`config.mk`:
```
export PLATFORM = sky130hd
export DESIGN_NAME = cfg_access
export DESIGN_NICKNAME = d
export VERILOG_FILES = /design/src/cfg_access_pkg.sv /design/src/cfg_reg_mem.sv /design/src/cfg_access.sv
export VERILOG_INCLUDE_DIRS = /design/src
export SDC_FILE = /design/constraint.sdc
export NUM_CORES = 1
export LEC_CHECK = 0
export BUFFER_PORTS_ARGS = -buffer_cell sky130_fd_sc_hd__buf_2
export CORE_MARGIN = 1.5
export CORE_UTILIZATION = 25
export CTS_CLUSTER_DIAMETER = 50
export DETAILED_ROUTE_END_ITERATION = 7
export SLEW_MARGIN = 20
export SYNTH_ARGS = -nofsm -noshare
export SYNTH_HDL_FRONTEND = slang
export SYNTH_SLANG_ARGS = --single-unit
```
`constraint.sdc`:
```
create_clock -name clk -period 3.9 [get_ports clk]
set_input_delay 0.78 -clock clk [delete_from_list [all_inputs] [get_ports clk]]
set_output_delay 0.78 -clock clk [all_outputs]
set_load 0.02 [all_outputs]
```
`src/cfg_access_cfg.svh`:
```
// constants for the configuration register access endpoint
`ifndef CFG_ACCESS_CFG_SVH
`define CFG_ACCESS_CFG_SVH
`define TOK_WRITE     8'hc0
`define TOK_READ      8'hc1
`define TOK_END       8'h01
`define TOK_ACK       8'h03
`define TOK_NACK      8'h04
`define NO_REPLY_LOW  8'hff
`define REG_COUNT     16'h0010
`define REG_ADDR_W    4
`define REG_RESET     32'h0000_0000
`define PS_SHIFT      8
`define PS_TYPE       32'h0000_000b
`define TILE_CFG_LOW  16'hc20c
`define NODE_CFG_LOW  16'hc30c
`endif

```
`src/cfg_access_pkg.sv`:
```
// types for the configuration register access endpoint
package cfg_access_pkg;
  typedef enum logic [3:0] {
    st_idle  = 4'b0000,
    st_chan  = 4'b0001,
    st_regn  = 4'b0010,
    st_data  = 4'b0011,
    st_term  = 4'b0100,
    st_exec  = 4'b0101,
    st_rdw   = 4'b0110,
    st_head  = 4'b0111,
    st_rdat  = 4'b1000,
    st_tail  = 4'b1001,
    st_skip  = 4'b1010
  } state_t;
endpackage

```
`src/cfg_reg_mem.sv`:
```
// small register bank memory with registered read data
`timescale 1ns/1ps
`include "cfg_access_cfg.svh"
module cfg_reg_mem (
  input  wire logic                   clk,
  input  wire logic                   rst_n,
  input  wire logic                   we,
  input  wire logic [`REG_ADDR_W-1:0] addr,
  input  wire logic [31:0]            wdata,
  output logic      [31:0]            rdata
);
  logic [31:0] mem [0:(1<<`REG_ADDR_W)-1];

  genvar i;
  generate
    for (i = 0; i < (1<<`REG_ADDR_W); i++) begin : g_word
      always_ff @(posedge clk) begin
        if (!rst_n) begin
          mem[i] <= `REG_RESET;
        end else if (we && addr == i[`REG_ADDR_W-1:0]) begin
          mem[i] <= wdata;
        end
      end
    end
  endgenerate

  always_ff @(posedge clk) begin
    if (!rst_n) begin
      rdata <= `REG_RESET;
    end else begin
      rdata <= mem[addr];
    end
  end
endmodule

```
`src/cfg_access.sv`:
```
// configuration endpoint: decodes framed read/write messages, replies
// Behaviour
// - reply field low byte all ones on successful write: no reply sent
// - multi-byte fields travel most significant byte first
// - write: token 192, 24b reply, 16b register, 32b data, token 1
// - read: token 193, 24b reply, 16b register, token 1
// - write reply: tokens 3,1 on success; tokens 4,1 on failure
// - read reply: token 3, 32b value, token 1; else tokens 4,1
// - status register id is register number shifted 8, ORed with 0x0b
`timescale 1ns/1ps
`include "cfg_access_cfg.svh"
module cfg_access
  import cfg_access_pkg::*;
(
  input  wire logic        clk,
  input  wire logic        rst_n,
  input  wire logic        rx_valid,
  input  wire logic        rx_ctrl,
  input  wire logic [7:0]  rx_data,
  output logic             rx_ready,
  output logic             tx_valid,
  output logic             tx_ctrl,
  output logic [7:0]       tx_data,
  input  wire logic        tx_ready,
  output logic [23:0]      reply_dest,
  input  wire logic [15:0] ps_reg_num,
  output logic [31:0]      ps_res_id
);
  typedef struct packed {
    state_t      st;
    logic        is_wr;
    logic        bad;
    logic [1:0]  cnt;
    logic [23:0] chan;
    logic [15:0] regn;
    logic [31:0] data;
    logic        ok;
    logic        tv;
    logic        tc;
    logic [7:0]  td;
    logic [31:0] rid;
  } ctx_t;

  ctx_t        cur;
  ctx_t        next_cur;
  logic        mem_we;
  logic [31:0] mem_rdata;
  logic        take;
  logic        sent;
  logic        is_term;
  logic        quiet;

  // read data come one cycle after the address, hence the st_rdw wait
  cfg_reg_mem u_mem (
    .clk   (clk),
    .rst_n (rst_n),
    .we    (mem_we),
    .addr  (cur.regn[`REG_ADDR_W-1:0]),
    .wdata (cur.data),
    .rdata (mem_rdata)
  );

  // input is accepted only while parsing, so replies never overlap requests
  assign rx_ready = (cur.st == st_idle) || (cur.st == st_chan) ||
                    (cur.st == st_regn) || (cur.st == st_data) ||
                    (cur.st == st_term) || (cur.st == st_skip);
  assign take     = rx_valid && rx_ready;
  assign sent     = cur.tv && tx_ready;
  assign is_term  = rx_ctrl && rx_data == `TOK_END;
  // failures are always answered, even when the reply field asks for none
  assign quiet    = cur.is_wr && cur.ok && cur.chan[7:0] == `NO_REPLY_LOW;
  assign mem_we   = (cur.st == st_exec) && cur.is_wr && cur.ok;
  assign tx_valid = cur.tv;
  assign tx_ctrl  = cur.tc;
  assign tx_data  = cur.td;
  assign reply_dest = cur.chan;
  assign ps_res_id  = cur.rid;

  always_comb begin
    next_cur = cur;
    // registered so the id comes straight from a flop, one cycle late
    next_cur.rid = ({16'h0000, ps_reg_num} << `PS_SHIFT) | `PS_TYPE;
    case (cur.st)
      st_idle: begin
        if (take) begin
          next_cur.cnt = 2'd0;
          next_cur.bad = 1'b0;
          next_cur.is_wr = (rx_data == `TOK_WRITE);
          if (rx_ctrl && (rx_data == `TOK_WRITE ||
                          rx_data == `TOK_READ)) begin
            next_cur.st = st_chan;
          end else if (!is_term) begin
            next_cur.st = st_skip;
          end
        end
      end
      st_chan: begin
        if (take) begin
          next_cur.chan = {cur.chan[15:0], rx_data};
          if (rx_ctrl) begin
            next_cur.bad = 1'b1;
          end
          if (cur.cnt == 2'd2) begin
            next_cur.cnt = 2'd0;
            next_cur.st = st_regn;
          end else begin
            next_cur.cnt = cur.cnt + 2'd1;
          end
        end
      end
      st_regn: begin
        if (take) begin
          next_cur.regn = {cur.regn[7:0], rx_data};
          if (rx_ctrl) begin
            next_cur.bad = 1'b1;
          end
          if (cur.cnt == 2'd1) begin
            next_cur.cnt = 2'd0;
            next_cur.st = cur.is_wr ? st_data : st_term;
          end else begin
            next_cur.cnt = cur.cnt + 2'd1;
          end
        end
      end
      st_data: begin
        if (take) begin
          next_cur.data = {cur.data[23:0], rx_data};
          if (rx_ctrl) begin
            next_cur.bad = 1'b1;
          end
          next_cur.cnt = cur.cnt + 2'd1;
          if (cur.cnt == 2'd3) begin
            next_cur.st = st_term;
          end
        end
      end
      st_term: begin
        if (take) begin
          // a wrong terminator still closes the frame, answered as failure
          next_cur.ok = !cur.bad && is_term &&
                        cur.regn < `REG_COUNT;
          next_cur.st = st_exec;
        end
      end
      st_exec: begin
        if (quiet) begin
          next_cur.st = st_idle;
        end else if (!cur.is_wr && cur.ok) begin
          next_cur.st = st_rdw;
        end else begin
          next_cur.st = st_head;
        end
      end
      st_rdw: begin
        next_cur.data = mem_rdata;
        next_cur.st = st_head;
      end
      st_head: begin
        // first cycle loads the token, so tx_* leave flops, not this logic
        if (!cur.tv) begin
          next_cur.tv = 1'b1;
          next_cur.tc = 1'b1;
          next_cur.td = cur.ok ? `TOK_ACK : `TOK_NACK;
          next_cur.cnt = 2'd0;
        end else if (sent) begin
          if (cur.ok && !cur.is_wr) begin
            next_cur.st = st_rdat;
            next_cur.tc = 1'b0;
            next_cur.td = cur.data[31:24];
          end else begin
            next_cur.st = st_tail;
            next_cur.td = `TOK_END;
          end
        end
      end
      st_rdat: begin
        if (sent) begin
          next_cur.data = {cur.data[23:0], 8'h00};
          next_cur.cnt = cur.cnt + 2'd1;
          if (cur.cnt == 2'd3) begin
            next_cur.st = st_tail;
            next_cur.tc = 1'b1;
            next_cur.td = `TOK_END;
          end else begin
            next_cur.td = cur.data[23:16];
          end
        end
      end
      st_tail: begin
        if (sent) begin
          next_cur.tv = 1'b0;
          next_cur.tc = 1'b0;
          next_cur.td = 8'h00;
          next_cur.st = st_idle;
        end
      end
      st_skip: begin
        // resynchronise: discard until a terminator, then answer failure
        if (take && is_term) begin
          next_cur.ok = 1'b0;
          next_cur.is_wr = 1'b0;
          next_cur.st = st_head;
        end
      end
      default: begin
        next_cur.st = st_idle;
      end
    endcase
  end

  always_ff @(posedge clk) begin
    if (!rst_n) begin
      cur <= '0;
    end else begin
      cur <= next_cur;
    end
  end
endmodule

```
Word-level counts from Yosys, hierarchy flattened

Memory sizes are Yosys's and may differ from the RTL's. A register that Yosys moved wholly into a read port is not among the register bits.
Cells that the tools add are included.

Output and inout bits: 67
Word-level logic and storage cells: 254
Input port bits: 29
Memory bits (writable): 512
Memories kept: 1
Flip-flop bits (word level): 123

Multiplexer cells: 115
Equality and inequality tests: 50
Reduce and logical (&&, ||, !) cells: 57
Order comparisons: 1
Bitwise gates (word level): 16
$add $sub $neg: 1

Memories:

| memory    | words | bits a word | rd ports | clocked after memory_dff | wr ports | RTL line          | RTL |
|---|---|---|---|---|---|---|---|
| u_mem.mem | 16    | 32          | 1        | 1                        | 16       | cfg_reg_mem.sv:12 | `` logic [31:0] mem [0:(1<<`REG_ADDR_W)-1]; `` |

Operators with widths:

| operator                                                                      | count |
|---|---|
| 32-bit two-way mux                                                            | 18 |
| 32-bit one-hot mux with 3 select lines                                        | 1 |
| 4-bit two-way mux                                                             | 15 |
| 1-bit two-way mux                                                             | 56 |
| 4-bit == test, second input constant                                          | 11 |
| 4-bit one-hot mux with 11 select lines                                        | 1 |
| 4-bit by 3-bit == test with 1-bit output, second input constant               | 8 |
| 1-bit logical AND                                                             | 28 |
| 27-bit two-way mux                                                            | 1 |
| 9-bit two-way mux                                                             | 3 |
| 9-bit one-hot mux with 3 select lines                                         | 1 |
| 8-bit == test, second input constant                                          | 3 |
| 8-bit two-way mux                                                             | 3 |
| 2-bit != test, second input constant                                          | 11 |
| 4-bit by 2-bit == test with 1-bit output, second input constant               | 4 |
| 16-bit by 5-bit less-than comparator with 1-bit output, second input constant | 1 |
| 1-bit OR                                                                      | 16 |
| 3-bit two-way mux                                                             | 5 |
| 15-bit AND reduction                                                          | 1 |
| 2-bit one-hot mux with 6 select lines                                         | 1 |
| 10-bit two-way mux                                                            | 1 |
| 3-bit AND reduction                                                           | 3 |
| 4-bit by 1-bit == test with 1-bit output, second input constant               | 2 |
| 8-bit by 1-bit == test with 1-bit output, second input constant               | 1 |
| 22 further kinds                                                              | 45 |

Longest topological paths before layout

Gate-level depths: netlist of run 1.

Word-level depth: 10
Gate-level depth with buffers: 8
Mapped depth without buffers: 7

By module

From an unflattened synthesis of run 1, not the netlist that was laid out.

Cells, all modules: 2190
Area total of the unflattened synthesis: 29783.6 um^2

By module, submodules not included:

| module      | area each (um^2) | cells each | times used | sequential area each (um^2) |
|---|---|---|---|---|
| cfg_reg_mem | 24166.9          | 1566       | 1          | 16015.4 |
| cfg_access  | 5616.6           | 624        | 1          | 2162.1 |

Worst setup path before layout of run 1

Ideal clock, no wire load.

Path type: flip-flop to flip-flop
Start: register cur[119] in the netlist's numbering
End: memory u_mem.mem[12][0] (enable)
Slack: -56 ps
Buffers on the path: 2
Library setup time: 466 ps
Required time: 3434 ps
Stages on the path, launching flop included: 7
Data arrival time: 3490 ps
Period minus slack after synthesis: 3956 ps
Path through: dfxtp_1 -> buf_2 -> nand2b_1 -> nor4_2 -> nand2_1 -> clkbuf_1 -> o21ai_0

RTL lines:

| element                | RTL line          | RTL |
|---|---|---|
| from (decl)            | cfg_access.sv:44  | `ctx_t cur;` |
| from (signal assigned) | cfg_access.sv:215 | `cur <= next_cur;` |
| to (decl)              | cfg_reg_mem.sv:12 |  |

Worst setup path after layout of run 1

Start: register cur[120] in the netlist's numbering
End: output rx_ready

Longest elaborated chain between the ends: 6
Elaborated cells on any way between the ends: 11
Classes of those cells: 5 x eq/ne; 6 x reduce/logical

Ends and longest elaborated chain:

| element                                                                     | RTL line         | RTL |
|---|---|---|
| 4-bit by 1-bit == test with 1-bit output or 4-bit zero test (tied branches) | cfg_access.sv:64 | `assign rx_ready = (cur.st == st_idle) \|\| (cur.st == st_chan) \|\|` |
| 1-bit logical OR (2 in a row)                                               | cfg_access.sv:64 |  |
| 1-bit logical OR (2 in a row)                                               | cfg_access.sv:65 | `(cur.st == st_regn) \|\| (cur.st == st_data) \|\|` |
| 1-bit logical OR (*)                                                        | cfg_access.sv:66 | `(cur.st == st_term) \|\| (cur.st == st_skip);` |
| to (decl)                                                                   | cfg_access.sv:20 | `output logic rx_ready,` |

Mark *: on every way between the ends. The rest lies on a longest branch, timed or not.

==> flow_metrics.env, run 1 <==
export IMPL_die_area_um2=119000
export IMPL_end_kind="output pin"
export IMPL_place_gp_congestion=0.803
export IMPL_cts_setup_buffers=0
export IMPL_yosysSeqAreaShare_pct=62.2
export IMPL_dp_cells=3504
export IMPL_ioPinCount=96
export IMPL_yosysWarnings=0
export IMPL_multiInputGateArea_um2=10100
export IMPL_synth_flop_cell="edfxtp_1"
export IMPL_drive_gt1_share_pct=24.9
export IMPL_avgSynthCellArea_um2=14.2
export IMPL_wl_um=76800
export IMPL_grt_util_all_layers_pct=12.8
export IMPL_synth_largest_area_cell="edfxtp_1"
export IMPL_root_buffer="clkbuf_16"
export IMPL_grt_pass1_vias=16300
export IMPL_irDropWorstVdd_mv=0.311
export IMPL_cts_resized=0
export IMPL_cts_num_sinks=652
export IMPL_core_um2=116000
export IMPL_detail_route_vias_per_cell=4.51
export IMPL_ys_seq_elements=652
export IMPL_synthesis_area_um2=29200
export IMPL_start_util_pct=25.2
export IMPL_r2r_start="cur[120]"
export IMPL_synth_top_area_share_pct=52.6
export IMPL_tightest_slew_ps=1070
export IMPL_arrival_ps=2300
export IMPL_netlist_top_cells_area="edfxtp_1, mux4_2, and2_1"
export IMPL_rows=125
export IMPL_first_pass_iters=5
export IMPL_portBuffers=82
export IMPL_syn2layout_area_growth_pct=17.4
export IMPL_clkTransAtPathRegs_ps=60
export IMPL_finalPower_mw=18.0
export IMPL_cts_tree="yes"
export IMPL_critPathLaunch="cur[120]"
export IMPL_synth_edff_count=512
export IMPL_drv_slew=0
export IMPL_cap_viol_max_count=0
export IMPL_cts_buffers=83
export IMPL_synth_most_common_cell="and2_1"
export IMPL_ys_async_sr_fraction_pct=0
export IMPL_syn_inst=2053
export IMPL_synth_commonest_cells="and2_1, edfxtp_1, mux4_2"
export IMPL_clk_latency_ps=650
export IMPL_max_clock_freq_ghz=0.325
export IMPL_setup_viol=0
export IMPL_die_y_um=345
export IMPL_timing_final_ws_setup_ps=820
export IMPL_synth_cell_type_count=61
export IMPL_fin_cells=3659
export IMPL_slew_headroom_pct=28.3
export IMPL_grt_pass1_wl_um=112000
export IMPL_hp_class="input pin to flop"
export IMPL_first_iter_violations=1548
export IMPL_p_per_area_nw_per_um2=525
export IMPL_num_vias=16500
export IMPL_final_setup_skew_ps=43.9
export IMPL_status="completed"
export IMPL_drcViolationCount=0
export IMPL_post_route_min_period_ps=3080
export IMPL_cts_max_path_buffers=3
export IMPL_hpwl_um=48100
export IMPL_grt_max_degree=61
export IMPL_routedWlPerCell_um=21.0
export IMPL_antenna_left=0
export IMPL_cp_start_kind="flop"
export IMPL_fin_nets=2100
export IMPL_hold_viol=0
export IMPL_fin_tns_setup_ps=0
export IMPL_finalCritPeriodShare_pct=79.0
export IMPL_rsz0062_at_grt="false"
export IMPL_dp_slack_ps=1070
export IMPL_fillCellCount=11500
export IMPL_min_from="ps_reg_num[15]"
export IMPL_die_w_um=345
export IMPL_htreeDepth=3
export IMPL_antenna_found_initial=8
export IMPL_criticalPathCategory="flop to output pin"
export IMPL_cp_data_required_time_ps=3120
export IMPL_grt_overflow_total=0
export IMPL_cts_hold_fix_buffers=0
export IMPL_seqCellArea_um2=18200
export IMPL_critPathMaxFanout=25
export IMPL_hold_slack_ps=347
export IMPL_leakagePower_nw=11.7
[cell families after synthesis]
logic type / synth area share, %
buf+inv: 4.55
simple gates: 15.5
mux: 13.5
other cells: 0.0128
fa+ha+maj: 0.257
compound gates: 4.06
flops: 62.2
[final cells by class]
cell class / instances / area share (%)
multi-input cells: 1158 / 29.3
clock buffers: 94 / 6.27
diodes: 2 / 0.0146
repair buffers: 159 / 3.62
flip-flops and latches: 652 / 53.0
inverters: 11 / 0.128
well taps: 1524 / 5.56
clock inverters: 59 / 2.04
[stage by stage]
| stage | utilization [%] | area [µm²] |
|---|---|---|
| after floorplan | - | 29300 |
| after global placement | 27.1 | 31400 |
| after detailed placement | 27.1 | 31400 |
| after CTS | 29.6 | 34300 |
| after global routing | 29.6 | 34300 |
| final | 29.6 | 34300 |
[metal layers]
| layer | global-route usage, % | part of all wire, % | up-vias |
|---|---|---|---|
| li1 | - | - | 7420 |
| met1 | 17.3 | 44 | 8478 |
| met2 | 20.8 | 48 | 499 |
| met3 | 2.46 | 6.1 | 119 |
| met4 | 3.96 | 2.6 | 4 |
| met5 | 0 | 0.035 | - |
[cell usage in the layout (no fill, tap or decap), types with 50 or more instances in the layout]
cell         n
a21oi_1     50
and2_1     544
buf_2       81
buf_4       58
clkbuf_16   84
dfxtp_1    136
edfxtp_1   512
mux4_2     160
nand2_1     98
nor2_1      50
[registers in the layout (all words and copies together) (netlist names)]
signal       count
reply_dest      24
tx_valid         1
u_mem.rdata     32
tx_data          8
ps_res_id       17
u_mem.mem      512
tx_ctrl          1
cur             57
[final timing paths]
kind	cells after the start	slack, ps	end
worst max-delay path	3	820	rx_ready
worst min-delay path	2	350	ps_res_id[23]
worst max register to register	6	1010	u_mem.mem[1][26]
worst min register to register	2	450	reply_dest[17]
[worst max-delay path, stage by stage (launching register included)]
cell and delay, ps:
dfxtp_1 840, nor2b_1 320, o2bb2ai_1 250, buf_2 240
[power breakdown]
group          switching (mW)  internal, mW
combinational            1.11         0.804
sequential              0.444          7.79
clock                    3.27          4.60
(Power assumes the default switching activity.)
==> run 2: changes to the inputs <==
clock period = 3 ns   (was 3.9 ns; I/O delays follow)
==> run 2 against run 1 <==
Total power up 22%. Die area unchanged. Non-clock buffer count is 5 higher. Critical path type is now flop to flop. Critical endpoint is now u_mem.mem[1][8].
==> flow_metrics.env, run 2 (same netlist as run 1, synthesis figures left out) <==
export IMPL_p_per_area_nw_per_um2=647
export IMPL_die_area_um2=119000
export IMPL_hp_class="input pin to flop"
export IMPL_rsz0062_at_grt="false"
export IMPL_place_gp_congestion=0.790
export IMPL_finalCoreUtilization_pct=29.2
export IMPL_min_path_cells=2
export IMPL_finalCritPeriodShare_pct=87.4
export IMPL_drcViolationCount=0
export IMPL_largest_register_ffs=512
export IMPL_clkTransAtPathRegs_ps=60
export IMPL_die_y_um=345
export IMPL_drive_gt1_share_pct=24.3
export IMPL_hold_slack_ps=181
export IMPL_multiInputGateArea_um2=10100
export IMPL_top_register="u_mem.mem"
export IMPL_post_route_min_period_ps=2620
export IMPL_crit_slowest_cell="nor2_4"
export IMPL_critPathMaxFanout=31
export IMPL_timing_final_ws_setup_ps=378
export IMPL_syn2layout_area_growth_pct=15.8
export IMPL_cp_start_kind="flop"
export IMPL_cap_viol_max_count=0
export IMPL_criticalPathCategory="flop to flop"
export IMPL_first_pass_iters=5
export IMPL_end_kind="flop"
export IMPL_cp_top_family="simple AND/OR/NAND/NOR gates"
export IMPL_status="completed"
export IMPL_min_from="ps_reg_num[15]"
export IMPL_cpPeakStageDelay_ps=850
export IMPL_grt_pass1_wl_um=112000
export IMPL_tightest_slew_ps=1120
export IMPL_layout_common_cells="and2_1, edfxtp_1, mux4_2"
export IMPL_r2r_start="cur[122]"
export IMPL_hold_viol=0
export IMPL_antenna_found_initial=4
export IMPL_arrival_ps=3100
export IMPL_cts_setup_buffers=0
export IMPL_hpwl_um=45300
export IMPL_cp_data_required_time_ps=3480
export IMPL_grt_util_all_layers_pct=12.7
export IMPL_routedWlPerCell_um=20.8
export IMPL_cts_buffers=72
export IMPL_cts_hold_fix_buffers=0
export IMPL_cts_tree="yes"
export IMPL_seqCellArea_um2=18200
export IMPL_num_vias=16400
export IMPL_cp_buffers_inverters=1
export IMPL_ff2ff_setup_slack_ps=380
export IMPL_dp_slack_ps=405
export IMPL_fillCellCount=11500
export IMPL_setup_viol=0
export IMPL_fin_nets=2094
export IMPL_cts_num_sinks=652
export IMPL_layout_commonest_cell="and2_1"
export IMPL_timing_rr_end="u_mem.mem[1][8]"
export IMPL_die_w_um=345
export IMPL_cts_resized=0
export IMPL_slew_headroom_pct=25.1
export IMPL_antenna_cells=0
export IMPL_ioPinCount=96
export IMPL_max_clock_freq_ghz=0.381
export IMPL_clk_latency_ps=630
export IMPL_drv_slew=0
export IMPL_first_iter_violations=1528
export IMPL_cts_max_path_buffers=3
export IMPL_crit_chain="nand2b_1, nor4_2, nand3b_1, buf_12, nor2_4, and2_1"
export IMPL_start_util_pct=25.2
export IMPL_critPathLaunch="cur[122]"
export IMPL_leakagePower_nw=11.5
export IMPL_root_buffer="clkbuf_16"
export IMPL_reg2reg_depth=6
export IMPL_rows=125
export IMPL_grt_max_degree=65
export IMPL_detail_route_vias_per_cell=4.51
export IMPL_wl_um=75800
export IMPL_grt_overflow_total=0
export IMPL_hold_end="ps_res_id[23]"
export IMPL_core_um2=116000
export IMPL_portBuffers=82
export IMPL_irDropWorstVdd_mv=0.425
export IMPL_antenna_left=0
export IMPL_final_setup_skew_ps=43.4
export IMPL_grt_pass1_vias=16900
export IMPL_reg_top3="u_mem.mem x512, cur x57, u_mem.rdata x32"
export IMPL_htreeDepth=3
run 2: changes by cell type in the layout (fill, tap and decap cells not counted), moves of 3 or more:
cell | before | now
inv_6 | 7 | 1
clkbuf_1 | 9 | 20
clkinv_1 | 11 | 3
clkbuf_8 | 1 | 6
clkbuf_16 | 84 | 77
buf_4 | 58 | 63
bufinv_16 | 8 | 0
inv_8 | 2 | 5
clkinv_4 | 6 | 2
run 2: routing by layer:
| layer | vias up | track usage, % | wire length, µm |
|---|---|---|---|
| met2 | 456 | 22.2 | 38200 |
| met4 | 0 | 3.81 | 1750 |
| li1 | 7377 | - | - |
| met5 | - | 0 | 0 |
| met3 | 101 | 2.32 | 4370 |
| met1 | 8505 | 16.1 | 31400 |
run 2: how the worst max path moves through the flow:
stage / to / slack (ps) / depth (start not counted)
floorplan: u_mem.mem[13][0] / -130 / 4
global placement: u_mem.mem[12][4] / 420 / 6
detailed placement: u_mem.mem[12][11] / 400 / 6
CTS: u_mem.mem[12][11] / 340 / 6
global route: u_mem.mem[1][21] / 210 / 6
finish: u_mem.mem[1][8] / 380 / 6
run 2: final cells by class:
type | instances | area share (%)
clock buffers | 103 | 6.16
clock inverters | 30 | 0.766
inverters | 11 | 0.129
multi-input cells | 1158 | 29.8
flip-flops and latches | 652 | 53.8
well taps | 1524 | 5.64
repair buffers | 164 | 3.78
run 2: worst register-to-register path, cell delays in order (launching register included):
cell and delay [ps]:
dfxtp_1 300, nand2b_1 170, nor4_2 450, nand3b_1 220
buf_12 210, nor2_4 850, and2_1 260
run 2: per-stage QoR:
step | power, mW | std cells | setup TNS, ps | instance area, µm²
after floorplan | 12.5 | 2065 | -23190 | 29300
after global placement | 13.3 | 3509 | 0 | 31500
after detailed placement | 13.3 | 3509 | 0 | 31500
after global routing | 22.7 | 3642 | 0 | 33800
after CTS | 22.1 | 3642 | 0 | 33800
final | 21.9 | 3642 | 0 | 33800
run 2: power by group:
group | internal [mW] | switching (mW) | leakage [nW]
Sequential | 10.1 | 0.456 | 6.43
Clock | 4.94 | 3.81 | 1.13
Combinational | 1.07 | 1.50 | 3.90
==> run 3: changes to the inputs <==
PLACE_DENSITY = 0.39   (was unset)
==> run 3 against run 2 <==
Worst hold slack worse by 29 ps. Via count rose by 2.3%. Total power increased by 12%. Global-route usage increased by 2.7 points. Combinational power grew 5%. Maximum frequency down 0.28%. Worst setup slack worse by 7.5 ps. Critical path type unchanged. Highest routed layer unchanged.
==> flow_metrics.env, run 3 (same netlist as run 1, synthesis figures left out) <==
export IMPL_multiInputGateArea_um2=10100
export IMPL_p_int_mw=18.1
export IMPL_end_kind="flop"
export IMPL_antenna_found_initial=10
export IMPL_clk_latency_ps=660
export IMPL_detail_route_vias_per_cell=4.53
export IMPL_ioPinCount=96
export IMPL_cp_start_kind="flop"
export IMPL_leakagePower_nw=12.0
export IMPL_arrival_ps=3140
export IMPL_antenna_left=0
export IMPL_reg_top3="u_mem.mem x512, cur x57, u_mem.rdata x32"
export IMPL_htreeDepth=3
export IMPL_layout_commonest_cell="and2_1"
export IMPL_wl_um=91100
export IMPL_cpPeakStageDelay_ps=790
export IMPL_criticalPathCategory="flop to flop"
export IMPL_layout_common_cells="and2_1, edfxtp_1, mux4_2"
export IMPL_drv_slew=0
export IMPL_die_w_um=345
export IMPL_fillCellCount=11500
export IMPL_first_pass_iters=5
export IMPL_finalCoreUtilization_pct=30.1
export IMPL_root_buffer="clkbuf_16"
export IMPL_crit_slowest_cell="nor2_4"
export IMPL_rsz0062_at_grt="false"
export IMPL_seqCellArea_um2=18200
export IMPL_cts_max_path_buffers=3
export IMPL_core_um2=116000
export IMPL_cts_hold_fix_buffers=0
export IMPL_p_clk_share_pct=45.9
export IMPL_path_depth=8
export IMPL_p_seq_share_pct=43.1
export IMPL_cts_resized=0
export IMPL_largest_register_ffs=512
export IMPL_hold_viol=0
export IMPL_cp_top_family="simple AND/OR/NAND/NOR gates"
export IMPL_die_y_um=345
export IMPL_routedWlPerCell_um=24.5
export IMPL_cp_data_required_time_ps=3510
export IMPL_critPathMaxFanout=27
export IMPL_crit_chain="nand2b_1, nor4_2, buf_4, nand3b_1, buf_12, nor2_4, buf_4, and2_1"
export IMPL_start_util_pct=25.2
export IMPL_hpwl_um=53700
export IMPL_place_gp_congestion=0.732
export IMPL_cts_setup_buffers=0
export IMPL_max_clock_freq_ghz=0.380
export IMPL_drcViolationCount=0
export IMPL_cts_buffers=97
export IMPL_post_route_min_period_ps=2630
export IMPL_grt_overflow_total=0
export IMPL_crit_top_cell="buf_4"
export IMPL_hp_class="input pin to flop"
export IMPL_grt_pass1_vias=17500
export IMPL_r2r_start="cur[122]"
export IMPL_portBuffers=82
export IMPL_finalCritPeriodShare_pct=87.6
export IMPL_finalPower_mw=24.6
export IMPL_p_per_area_nw_per_um2=705
export IMPL_ff2ff_setup_slack_ps=370
export IMPL_cap_viol_max_count=0
export IMPL_cts_tree="yes"
export IMPL_irDropWorstVdd_mv=0.438
export IMPL_final_setup_skew_ps=22.0
export IMPL_num_vias=16800
export IMPL_rows=125
export IMPL_top_register="u_mem.mem"
export IMPL_net_switching_power_mw=6.45
export IMPL_clkTransAtPathRegs_ps=50
export IMPL_slew_headroom_pct=32.0
export IMPL_die_area_um2=119000
export IMPL_status="completed"
export IMPL_cts_num_sinks=652
export IMPL_setup_viol=0
export IMPL_critPathLaunch="cur[122]"
export IMPL_grt_util_all_layers_pct=15.5
export IMPL_p_sw_share_pct=26.3
export IMPL_reg2reg_depth=8
export IMPL_crit_path_end="u_mem.mem[5][22]"
export IMPL_timing_rr_end="u_mem.mem[5][22]"
export IMPL_drive_gt1_share_pct=26.3
export IMPL_grt_pass1_wl_um=131000
export IMPL_combPwrFrac_pct=11.0
export IMPL_tightest_slew_ps=1020
export IMPL_fin_nets=2135
export IMPL_syn2layout_area_growth_pct=19.3
export IMPL_grt_max_degree=76
export IMPL_cp_buffers_inverters=3
export IMPL_first_iter_violations=1190
==> run 3: cell count changes in the layout (fill, tap and decap cells not counted), moves of 6 or more <==
| cell | delta |
|---|---|
| clkbuf_16 | +24 |
| inv_6 | +7 |
| bufinv_16 | +7 |
| clkbuf_1 | -6 |
| buf_4 | +16 |
| clkinvlp_4 | +8 |
| clkinv_1 | +11 |
==> run 3: per-stage QoR <==
step           instance area [µm²]  worst slack (ps)  hold slack (ps)  setup TNS, ps  instances
2_1_floorplan                29300              -125              436         -23190       2065
3_5_place_dp                 31600               315              445              0       3525
6_report                     34900               371              152              0       3712
5_1_grt                      34900               206              122              0       3707
4_1_cts                      34900               296             99.6              0       3707
3_3_place_gp                 31600               335              439              0       3523
==> run 3: per-layer routing <==
metal,wire (µm),up-vias,global-route usage [%]
met5,0,-,0
met4,1510,0,3.83
met3,4040,96,2.36
met2,45500,399,26.6
met1,40100,8807,20.3
li1,-,7509,-
==> run 3: how the worst min path moves through the flow <==
stage | startpoint | to | slack [ps] | depth (start not counted)
final | ps_reg_num[15] | ps_res_id[23] | 150 | 2
after CTS | ps_reg_num[3] | ps_res_id[11] | 100 | 2
after floorplan | cur[86] | cur[86] | 440 | 2
after detailed placement | reply_dest[18] | reply_dest[18] | 440 | 2
after global placement | reply_dest[22] | reply_dest[22] | 440 | 2
after global routing | ps_reg_num[15] | ps_res_id[23] | 120 | 2
==> run 3: area by class of cell <==
cell class | count | area share (%)
Antenna cell | 5 | 0.0359
Clock buffer | 119 | 7.56
Clock inverter | 63 | 1.73
Inverter | 11 | 0.126
Multi-Input combinational cell | 1158 | 28.9
Sequential cell | 652 | 52.2
Tap cell | 1524 | 5.47
Timing Repair Buffer | 180 | 4.05
==> run 3: power by group through the flow <==
| stage | combinational (mW) | clock [mW] | sequential, mW |
|---|---|---|---|
| after floorplan | 2.00 | 0 | 10.5 |
| after global placement | 2.73 | 0 | 10.8 |
| after detailed placement | 2.74 | 0 | 10.8 |
| after CTS | 2.75 | 11.6 | 10.6 |
| after global routing | 2.91 | 12.0 | 10.7 |
| final | 2.70 | 11.3 | 10.6 |
